--- config.mk ---
export PLATFORM = sky130hd
export DESIGN_NAME = fzc_regs
export DESIGN_NICKNAME = d
export VERILOG_FILES = /design/src/include/fzc_pkg.sv /design/src/rtl/fzc_regs.sv
export VERILOG_INCLUDE_DIRS = /design/src /design/src/include
export SDC_FILE = /design/constraint.sdc
export NUM_CORES = 1
export LEC_CHECK = 0
export BUFFER_PORTS_ARGS = -buffer_cell sky130_fd_sc_hd__buf_2
export CORE_ASPECT_RATIO = 0.9
export CORE_UTILIZATION = 40
export DETAILED_ROUTE_END_ITERATION = 10
export MAX_ROUTING_LAYER = met4
export SLEW_MARGIN = 30
export SYNTH_ARGS = -nofsm -noshare
export SYNTH_HDL_FRONTEND = slang
export SYNTH_SLANG_ARGS = --single-unit
--- constraint.sdc ---
create_clock -name clock -period 16.9 [get_ports clock]
set_input_delay 1.69 -clock clock [delete_from_list [all_inputs] [get_ports clock]]
set_output_delay 1.69 -clock clock [all_outputs]
set_load 0.01 [all_outputs]
--- src/include/fzc_consts.svh ---
// offsets, field positions, reset values and timing for the fan zone and coefficient registers
`ifndef FZC_CONSTS_SVH
`define FZC_CONSTS_SVH
`define FZC_ADDR_MAX_TEMP 8'h78
`define FZC_ADDR_GAIN_HI 8'h79
`define FZC_ADDR_GAIN_LO_OFFS_HI 8'h7A
`define FZC_ADDR_OFFS_LO_SPIN 8'h7B
`define FZC_ADDR_ZONE_FAN12 8'h7C
`define FZC_ADDR_ZONE_FAN34 8'h7D
`define FZC_REG_RESET 8'h00
`define FZC_GAIN_LO_MSB 7
`define FZC_GAIN_LO_LSB 6
`define FZC_OFFS_HI_MSB 5
`define FZC_OFFS_HI_LSB 0
`define FZC_OFFS_LO_MSB 7
`define FZC_OFFS_LO_LSB 5
`define FZC_SPIN_MSB 2
`define FZC_SPIN_LSB 0
`define FZC_FAN1_SEL_MSB 7
`define FZC_FAN1_SEL_LSB 4
`define FZC_FAN2_SEL_MSB 3
`define FZC_FAN2_SEL_LSB 0
`define FZC_ZONE_MAX 4'h0
`define FZC_ZONE_LAST 4'hA
`define FZC_CLK_KHZ 25000
`define FZC_SPIN_T1_MS 100
`define FZC_SPIN_T2_MS 250
`define FZC_SPIN_T3_MS 400
`define FZC_SPIN_T4_MS 667
`define FZC_SPIN_T5_MS 1000
`define FZC_SPIN_T6_MS 2000
`define FZC_SPIN_T7_MS 4000
`define FZC_DEF_GAIN 10'h200
`define FZC_DEF_OFFS 9'h000
`endif

--- src/include/fzc_pkg.sv ---
// types shared by the fan zone and coefficient register group
package fzc_pkg;
  typedef logic [7:0] fzc_temp_t;
  typedef logic [9:0] fzc_gain_t;
  typedef logic [8:0] fzc_offs_t;
  typedef enum logic [1:0] {
    FZC_IDLE = 2'b00,
    FZC_SPIN = 2'b01,
    FZC_RUN = 2'b11
  } fzc_fan_state_t;
endpackage

--- src/rtl/fzc_regs.sv ---
// fan zone select, optional coefficient and highest temperature registers
`include "fzc_consts.svh"
module fzc_regs #(
  parameter int unsigned CYC_PER_MS = `FZC_CLK_KHZ
) (
  // clock and reset
  input wire logic clock,
  input wire logic resetn,
  // register port from the management bus engine
  input wire logic [7:0] reg_addr,
  input wire logic reg_wr,
  input wire logic [7:0] reg_wdata,
  input wire logic reg_rd,
  output logic [7:0] reg_rdata,
  output logic reg_hit,
  // decoded temperatures
  input wire fzc_pkg::fzc_temp_t [9:0] temp_reading,
  input wire logic temp_valid,
  input wire logic [9:0] coef_sel,
  // per-channel coefficients
  output fzc_pkg::fzc_gain_t [9:0] chan_gain,
  output fzc_pkg::fzc_offs_t [9:0] chan_offset,
  // fan control
  input wire logic [1:0] fan_start,
  input wire logic [1:0] fan_stop,
  output logic [1:0] fan_spinup,
  output logic [1:0] fan_running,
  output fzc_pkg::fzc_temp_t [1:0] fan_ctrl_temp
);
  import fzc_pkg::*;

  localparam int unsigned MS_CYC = CYC_PER_MS * (`FZC_CLK_KHZ / 1000) / 25;

  fzc_temp_t highest_remote_temp;
  logic [7:0] gain_coef_high;
  logic [7:0] gain_low_offset_high;
  logic [7:0] offset_low_spinup;
  logic [7:0] fan12_zone_select;
  logic [7:0] fan34_zone_select;
  fzc_temp_t next_highest;
  logic [7:0] next_gain_hi;
  logic [7:0] next_gain_lo;
  logic [7:0] next_offs_lo;
  logic [7:0] next_zone12;
  logic [7:0] next_zone34;
  logic [7:0] next_rdata;
  fzc_temp_t max_now;
  fzc_gain_t optional_gain_coef;
  fzc_offs_t optional_offset_coef;
  logic [2:0] fan_spinup_time;
  logic [3:0] fan1_zone_sel;
  logic [3:0] fan2_zone_sel;

  function automatic fzc_temp_t max_of(input fzc_temp_t [9:0] t);
    fzc_temp_t m;
    m = t[0];
    for (int i = 1; i < 10; i++) begin
      if (t[i] > m) m = t[i];
    end
    return m;
  endfunction

  // out-of-range codes are treated as reserved and follow the maximum
  function automatic fzc_temp_t zone_pick(input logic [3:0] sel, input fzc_temp_t mx,
                                          input fzc_temp_t [9:0] t);
    if (sel == `FZC_ZONE_MAX || sel > `FZC_ZONE_LAST) return mx;
    return t[sel - 4'h1];
  endfunction

  function automatic logic [26:0] spin_cycles(input logic [2:0] code);
    int unsigned ms;
    unique case (code)
      3'h1: ms = `FZC_SPIN_T1_MS;
      3'h2: ms = `FZC_SPIN_T2_MS;
      3'h3: ms = `FZC_SPIN_T3_MS;
      3'h4: ms = `FZC_SPIN_T4_MS;
      3'h5: ms = `FZC_SPIN_T5_MS;
      3'h6: ms = `FZC_SPIN_T6_MS;
      3'h7: ms = `FZC_SPIN_T7_MS;
      3'h0: ms = 0;
    endcase
    return 27'(ms * MS_CYC);
  endfunction

  assign max_now = max_of(temp_reading);
  assign optional_gain_coef = {gain_coef_high,
    gain_low_offset_high[`FZC_GAIN_LO_MSB:`FZC_GAIN_LO_LSB]};
  assign optional_offset_coef = {gain_low_offset_high[`FZC_OFFS_HI_MSB:`FZC_OFFS_HI_LSB],
    offset_low_spinup[`FZC_OFFS_LO_MSB:`FZC_OFFS_LO_LSB]};
  assign fan_spinup_time = offset_low_spinup[`FZC_SPIN_MSB:`FZC_SPIN_LSB];
  assign fan1_zone_sel = fan12_zone_select[`FZC_FAN1_SEL_MSB:`FZC_FAN1_SEL_LSB];
  assign fan2_zone_sel = fan12_zone_select[`FZC_FAN2_SEL_MSB:`FZC_FAN2_SEL_LSB];
  assign reg_hit = reg_addr >= `FZC_ADDR_MAX_TEMP && reg_addr <= `FZC_ADDR_ZONE_FAN34;

  // register file
  always_comb begin
    next_highest = temp_valid ? max_now : highest_remote_temp;
    next_gain_hi = gain_coef_high;
    next_gain_lo = gain_low_offset_high;
    next_offs_lo = offset_low_spinup;
    next_zone12 = fan12_zone_select;
    next_zone34 = fan34_zone_select;
    if (reg_wr) begin
      unique case (reg_addr)
        `FZC_ADDR_GAIN_HI: next_gain_hi = reg_wdata;
        `FZC_ADDR_GAIN_LO_OFFS_HI: next_gain_lo = reg_wdata;
        `FZC_ADDR_OFFS_LO_SPIN: next_offs_lo = reg_wdata;
        `FZC_ADDR_ZONE_FAN12: next_zone12 = reg_wdata;
        `FZC_ADDR_ZONE_FAN34: next_zone34 = reg_wdata;
        default: ; // the maximum register ignores writes
      endcase
    end
    next_rdata = reg_rdata;
    if (reg_rd) begin
      unique case (reg_addr)
        `FZC_ADDR_MAX_TEMP: next_rdata = highest_remote_temp;
        `FZC_ADDR_GAIN_HI: next_rdata = gain_coef_high;
        `FZC_ADDR_GAIN_LO_OFFS_HI: next_rdata = gain_low_offset_high;
        `FZC_ADDR_OFFS_LO_SPIN: next_rdata = offset_low_spinup;
        `FZC_ADDR_ZONE_FAN12: next_rdata = fan12_zone_select;
        `FZC_ADDR_ZONE_FAN34: next_rdata = fan34_zone_select;
        default: next_rdata = 8'h00;
      endcase
    end
  end

  always_ff @(posedge clock) begin
    if (!resetn) begin
      highest_remote_temp <= `FZC_REG_RESET;
      gain_coef_high <= `FZC_REG_RESET;
      gain_low_offset_high <= `FZC_REG_RESET;
      offset_low_spinup <= `FZC_REG_RESET;
      fan12_zone_select <= `FZC_REG_RESET;
      fan34_zone_select <= `FZC_REG_RESET;
      reg_rdata <= 8'h00;
    end else begin
      highest_remote_temp <= next_highest;
      gain_coef_high <= next_gain_hi;
      gain_low_offset_high <= next_gain_lo;
      offset_low_spinup <= next_offs_lo;
      fan12_zone_select <= next_zone12;
      fan34_zone_select <= next_zone34;
      reg_rdata <= next_rdata;
    end
  end

  // per-channel coefficients and fan source temperatures
  fzc_gain_t [9:0] next_chan_gain;
  fzc_offs_t [9:0] next_chan_offset;
  fzc_temp_t [1:0] next_ctrl_temp;

  always_comb begin
    for (int i = 0; i < 10; i++) begin
      next_chan_gain[i] = coef_sel[i] ? optional_gain_coef : `FZC_DEF_GAIN;
      next_chan_offset[i] = coef_sel[i] ? optional_offset_coef : `FZC_DEF_OFFS;
    end
    next_ctrl_temp[0] = zone_pick(fan1_zone_sel, highest_remote_temp, temp_reading);
    next_ctrl_temp[1] = zone_pick(fan2_zone_sel, highest_remote_temp, temp_reading);
  end

  always_ff @(posedge clock) begin
    if (!resetn) begin
      chan_gain <= '0;
      chan_offset <= '0;
      fan_ctrl_temp <= '0;
    end else begin
      chan_gain <= next_chan_gain;
      chan_offset <= next_chan_offset;
      fan_ctrl_temp <= next_ctrl_temp;
    end
  end

  // spin-up sequencer per fan; the duration is latched at start so a rewrite
  // of the field mid spin-up does not stretch or cut the running one
  fzc_fan_state_t [1:0] fan_state;
  fzc_fan_state_t [1:0] next_fan_state;
  logic [1:0][26:0] spin_cnt;
  logic [1:0][26:0] next_spin_cnt;

  always_comb begin
    for (int f = 0; f < 2; f++) begin
      next_fan_state[f] = fan_state[f];
      next_spin_cnt[f] = spin_cnt[f];
      unique case (fan_state[f])
        FZC_IDLE: begin
          if (fan_start[f]) begin
            if (fan_spinup_time == 3'h0) begin
              next_fan_state[f] = FZC_RUN;
            end else begin
              next_fan_state[f] = FZC_SPIN;
              next_spin_cnt[f] = spin_cycles(fan_spinup_time) - 27'd1;
            end
          end
        end
        FZC_SPIN: begin
          if (spin_cnt[f] == 27'd0) next_fan_state[f] = FZC_RUN;
          else next_spin_cnt[f] = spin_cnt[f] - 27'd1;
        end
        FZC_RUN: ;
        default: next_fan_state[f] = FZC_IDLE;
      endcase
      if (fan_stop[f]) next_fan_state[f] = FZC_IDLE;
    end
  end

  always_ff @(posedge clock) begin
    if (!resetn) begin
      fan_state <= '{FZC_IDLE, FZC_IDLE};
      spin_cnt <= '0;
    end else begin
      fan_state <= next_fan_state;
      spin_cnt <= next_spin_cnt;
    end
  end

  for (genvar f = 0; f < 2; f++) begin : g_fan_out
    assign fan_spinup[f] = fan_state[f] == FZC_SPIN;
    assign fan_running[f] = fan_state[f] == FZC_RUN;
  end
endmodule // fzc_regs

==> metrics.csv, run 1 <==
metric,value,unit
yosys.area.top_type,dfxtp_1,
routabilityCongestion,0.961,
relSlewSlack,40.7,%
synth.most_common_cell,dfxtp_1,
ys_top_cells_by_area,"dfxtp_1 35%, ha_1 10%, and3_1 6.1%",
synthTopCellsByCount,"332 x dfxtp_1, 187 x and3_1, 173 x nand2_1",
cts_tree,built,
htreeDepth,2,
drv_cap,0,
die_area,49000,um^2
end_kind,register,
swShare,38.6,%
ys_seq_area_share,34.5,%
crit_type,in -> reg,
ir_worst_vdd,0.000217,V
layout.nets,2886,
grt_pass1_wl,94000,um
route.top_layer_used,met4,
whs_path_depth,2,
combPwrFrac,60.8,%
met1_length,28600,um
antenna_found_initial,3,
cp_max_fo,14,
ys_warn_count,0,
p_leak,12.1,nW
synth.avg_cell_area,8.85,um^2
dieHeight,210,um
min_to,fan34_zone_select[5]$_SDFFE_PN0P_,
r2r_cells,28,
drc_errors,0,
fmax,60.1,MHz
core-area,47000,um^2
switchingPower,0.00162,W
ys.flop_type,dfxtp_1,
start_util,41.0,%
worst_path_largest_cell_delay,550,ps
power.internal,0.00258,W
crit_path_start,temp_reading[1],
cp.arrival,17040,ps
ioPinCount,334,
dr.first_iter.drc_count,1443,
fin_ws,268,ps
yosysTopAreaCellShare,34.5,%
finalMaxSlewViolations,0,
finalCoreUtilization,51.9,%
timing.hold.ws,452,ps
cts_buffers,34,
hold_violations,0,
r2r-end,spin_cnt[26]$_SDFFE_PN0P_,
track_usage,25.1,%
num_vias,18100,
drt_wl_total,62800,um
pwr-share-seq,20.1,%
clockRootBuffer,clkbuf_16,
final_antenna_net_count,0,
hold_buffers,0,
dp_slack,-617,ps
io_buffer_count,333,
avgRoutedWirePerCell,19.4,um
cts_buffer_depth,3,
required,17310,ps
first_global_vias,16700,
critical_path.slowest_cell,or4_4,
hp-class,reg -> reg,
synthCells,2175,
vias_per_cell,5.60,
fp.dieW,233,um
fillers,4402,
clk_latency,540,ps
synth_edf_count,0,
wl_met2,28800,um
syn2layout_area_growth,26.6,%
p_per_area,172,nW/um^2
clock_sinks,332,
finalSetupTns,0,ps
hold_path.startpoint,fan34_zone_select[5]$_SDFFE_PN0P_,
status,"finished, final reports clean",
fin_crit,16630,ps
clkPwrFrac,19.1,%
drive_above_1_share,28.3,%
yosys.cell_types.count,94,
seqCellArea,6650,um^2
r2r_slack,10530,ps
multi_input_area,12100,um^2
finClkSkew,19.2,ps
hpwlAfterDp,46900,um
rows,75,
rsz0062_at_grt,yes,
grt_max_degree,139,
worstMarginPinSlew,890,ps
synth_seq_cells,332,
cp-start-kind,input port,
period_share,98.4,%
syn_area,19300,um^2
firstDrtPassIters,7,
cts.clk_slew.worst_paths,60,ps
setup_violations,0,
finalPower,0.00420,W
grt_remaining_overflow,0,
async_reset_ff_share,0,%
syn_nets,2475,
met3WireLength,4200,um
timing repair:
| item | in CTS | in global routing |
|---|---|---|
| cloned | 1 | 3 |
| pin swaps | 1 | 53 |
| gates resized for setup | 4 | 108 |
| buffers inserted | 0 | 23 |
| setup endpoints to repair | 7 | 8 |
power groups by stage:
stage	registers [W]	clock network (W)	logic, W
3_5_place_dp	0.000861	0	0.00204
2_1_floorplan	0.000848	0	0.00131
3_3_place_gp	0.000861	0	0.00201
4_1_cts	0.000845	0.000815	0.00208
6_report	0.000846	0.000802	0.00255
5_1_grt	0.000847	0.000849	0.00277
metrics by stage:
| step | instance area, um^2 | instances |
|---|---|---|
| finish | 24400 | 3231 |
| floorplan | 19400 | 2175 |
| detailed placement | 22400 | 3142 |
| global route | 24400 | 3231 |
| CTS | 23700 | 3205 |
| global placement | 22400 | 3142 |
critical path: cells and delay by family:
family | cells | cell delay [ps]
muxes | 4 | 1270
and+or+nand+nor | 32 | 5150
buffers and inverters | 11 | 1320
adders and majority gates | 9 | 1990
AOI/OAI and AO/OA | 31 | 5570
placed cells by master, fill, tap and decap left out, drive strengths merged, types with 8 or more instances in the layout:
cell type and instances:
a211oi 17, a21o 25, a21oi 157, a221oi 14, a22oi 21, a31oi 13
a32o 8, and2 15, and3 188, buf 503, clkbuf 49, clkinv 10
dfxtp 332, fa 28, ha 157, inv 165, mux2 14, mux2i 46
mux4 32, nand2 173, nand2b 17, nand3 57, nand3b 11, nand4 12
nor2 121, nor2b 12, nor3 44, nor3b 8, nor4 22, o211a 18
o211ai 9, o21a 10, o21ai 101, o21bai 17, o221ai 23, o22ai 8
or3 14, xnor2 37, xor2 9
area by class of cell:
type	instances	area share (%)
antenna	3	0.0308
clock buffer	49	4.05
clock inverter	13	0.919
inverter	166	2.56
multi-input combinational	1549	49.8
sequential	332	27.3
tap	616	3.16
timing repair buffer	503	12.2
per-layer routing:
layer  GRT usage (%)  vias to the layer above
li1                -                     8663
met1            34.0                     8669
met2            39.8                      697
met3            3.25                       72
met4            5.52                        0
met5               -                        -
how the worst max path moves through the flow:
stage | endpoint | cells past startpoint
2_1_floorplan | highest_remote_temp[2]$_SDFFE_PN0P_ | 89
3_3_place_gp | highest_remote_temp[2]$_SDFFE_PN0P_ | 88
3_5_place_dp | highest_remote_temp[5]$_SDFFE_PN0P_ | 86
4_1_cts | highest_remote_temp[5]$_SDFFE_PN0P_ | 86
5_1_grt | highest_remote_temp[5]$_SDFFE_PN0P_ | 88
6_report | highest_remote_temp[5]$_SDFFE_PN0P_ | 87
cells by family (layout without fill, tap and decap cells):
group                    Yosys count  in the layout  synth area share, %
flip-flops                       332            332                 34.5
adder cells (fa/ha/maj)          186            186                 13.2
other                              0              3                    0
AND/OR/NAND/NOR                  722            723                 19.6
XOR/XNOR                          46             46                 2.09
AO/OA/AOI/OAI                    500            502                 17.8
multiplexers                      92             92                 6.95
buffers and inverters            297            731                 5.87
sequential cells by signal (all words and copies together), names as in the netlist, named ones only:
name                  count
chan_gain               100
chan_offset              90
spin_cnt                 54
fan_ctrl_temp            16
fan12_zone_select         8
fan34_zone_select         8
gain_coef_high            8
gain_low_offset_high      8
highest_remote_temp       8
offset_low_spinup         8
reg_rdata                 8
fan_state                 4
Power figures use the tool's default switching activity.
==> run 2: changes to the inputs <==
--- a/config.mk
+++ b/config.mk
@@ -9,6 +9,8 @@
 export BUFFER_PORTS_ARGS = -buffer_cell sky130_fd_sc_hd__buf_2
 export CORE_ASPECT_RATIO = 0.9
 export CORE_UTILIZATION = 40
+export CTS_BUF_LIST = sky130_fd_sc_hd__clkbuf_8
+export CTS_CLUSTER_DIAMETER = 200
 export DETAILED_ROUTE_END_ITERATION = 10
 export MAX_ROUTING_LAYER = met4
 export SLEW_MARGIN = 30
==> metrics.csv, run 2 (same netlist as run 1, synthesis figures left out) <==
metric,value,unit
seqCellArea,6650,um^2
min_to,fan34_zone_select[5]$_SDFFE_PN0P_,
relSlewSlack,40.1,%
cts_buffers,51,
grt_remaining_overflow,0,
required,17380,ps
cts_buffer_depth,3,
core-area,47000,um^2
grt_pass1_wl,94100,um
crit_type,in -> reg,
final_antenna_net_count,0,
clk_latency,600,ps
period_share,97.9,%
whs_path_depth,2,
top_regs,"chan_gain (100), chan_offset (90), spin_cnt (54)",
dr.first_iter.drc_count,1469,
multi_input_area,12100,um^2
cp_max_fo,14,
critical_path.slowest_cell,or4_4,
worst_path_largest_cell_delay,550,ps
dieHeight,210,um
hold_violations,0,
end_kind,register,
cts.clk_slew.worst_paths,70,ps
io_buffer_count,333,
hold_path.startpoint,fan34_zone_select[5]$_SDFFE_PN0P_,
clkPwrFrac,18.3,%
hp-class,reg -> reg,
drive_above_1_share,28.9,%
r2r_slack,10520,ps
finClkSkew,15.2,ps
avgRoutedWirePerCell,19.2,um
drc_errors,0,
r2r_cells,28,
fin_crit,16550,ps
swShare,39.2,%
drt_wl_total,62600,um
largest_reg_flops,100,
final_cells,3264,
pwr-share-seq,20.7,%
first_global_vias,16900,
finalCoreUtilization,51.7,%
firstDrtPassIters,7,
die_area,49000,um^2
clock_sinks,332,
combPwrFrac,61.0,%
rows,75,
dp_cells,3142,
fmax,60.4,MHz
status,"finished, final reports clean",
r2r-end,spin_cnt[26]$_SDFFE_PN0P_,
finalPower,0.00408,W
fillers,4421,
antenna_found_initial,5,
finalSetupTns,0,ps
layout.nets,2904,
final_common_cell,buf_2,
ir_worst_vdd,0.000211,V
top_register,chan_gain,
vias_per_cell,5.56,
cp-start-kind,input port,
timing.hold.ws,455,ps
start_util,41.0,%
cp.arrival,17020,ps
ioPinCount,334,
routabilityCongestion,0.961,
htreeDepth,2,
syn2layout_area_growth,26.2,%
power.internal,0.00248,W
drv_cap,0,
rsz0062_at_grt,yes,
most-common-layout-cells,"332 x buf_2, 330 x dfxtp_1, 187 x and3_1, 169 x inv_1, 165 x nand2_1",
grt_max_degree,139,
p_per_area,168,nW/um^2
setup_violations,0,
num_vias,18200,
cts_tree,built,
hold_buffers,0,
fp.dieW,233,um
clockRootBuffer,clkbuf_8,
switchingPower,0.00160,W
hpwlAfterDp,46900,um
track_usage,25.1,%
finalMaxSlewViolations,0,
worstMarginPinSlew,899,ps
p_leak,12.1,nW
## run 2: changes by cell type in the layout (fill, tap and decap cells not counted), moves of 2 or more
cell and delta:
clkbuf_1 -7, clkbuf_16 -34, clkbuf_8 +56, clkinv_2 +8
clkinv_4 -3, diode_2 +2, inv_1 +10, mux2_4 -2
## run 2: what timing repair did
| item | 4_1_cts | 5_1_grt |
|---|---|---|
| buffers inserted | 0 | 23 |
| endpoints found under the setup margin | 4 | 8 |
| pin swaps | 0 | 52 |
| resized for setup | 1 | 102 |
| endpoints found under the hold margin | 0 | 0 |
| gates cloned | 0 | 4 |
## run 2: area by class of cell
cell class                      instances  area share [%]
Timing Repair Buffer                  504            12.3
Clock inverter                         28            1.11
Sequential cell                       332            27.4
Tap cell                              616            3.17
Inverter                              166            2.56
Clock buffer                           64            3.62
Antenna cell                            5          0.0515
Multi-Input combinational cell       1549            49.8
## run 2: worst max path at each step
stage / start / end / depth (start not counted)
3_3_place_gp: temp_reading[6] / highest_remote_temp[2]$_SDFFE_PN0P_ / 88
3_5_place_dp: temp_reading[6] / highest_remote_temp[5]$_SDFFE_PN0P_ / 86
2_1_floorplan: temp_reading[6] / highest_remote_temp[2]$_SDFFE_PN0P_ / 89
4_1_cts: temp_reading[6] / highest_remote_temp[5]$_SDFFE_PN0P_ / 85
6_report: temp_reading[1] / highest_remote_temp[5]$_SDFFE_PN0P_ / 86
5_1_grt: temp_reading[1] / highest_remote_temp[5]$_SDFFE_PN0P_ / 87
## run 2: per-layer routing
metal  global-route usage (%)  vias up  wire, um
li1                         -     8718         -
met1                     33.8     8631     28200
met2                     39.3      721     28500
met3                     3.14       92      4410
met4                     7.17        0      1460
met5                        -        -         0
## run 2: power groups by stage
| stage | sequential [W] | clock (W) | combinational (W) |
|---|---|---|---|
| 3_3_place_gp | 0.000861 | 0 | 0.00201 |
| 4_1_cts | 0.000845 | 0.000756 | 0.00206 |
| 3_5_place_dp | 0.000861 | 0 | 0.00204 |
| 6_report | 0.000846 | 0.000745 | 0.00249 |
| 5_1_grt | 0.000847 | 0.000794 | 0.00270 |
| 2_1_floorplan | 0.000848 | 0 | 0.00131 |
## run 2: metrics by stage
step	setup slack [ps]	area [um^2]
detailed placement	-617	22400
global route	-353	24300
finish	355	24300
global placement	-235	22400
floorplan	1.07	19400
CTS	58.8	23600
## run 2: critical path: cells and delay by family
family	cells	cell delay, ps
buffers and inverters	10	1220
AND/OR/NAND/NOR	30	4810
adder cells (fa/ha/maj)	9	2080
AO/OA/AOI/OAI	33	5830
multiplexers	4	1330
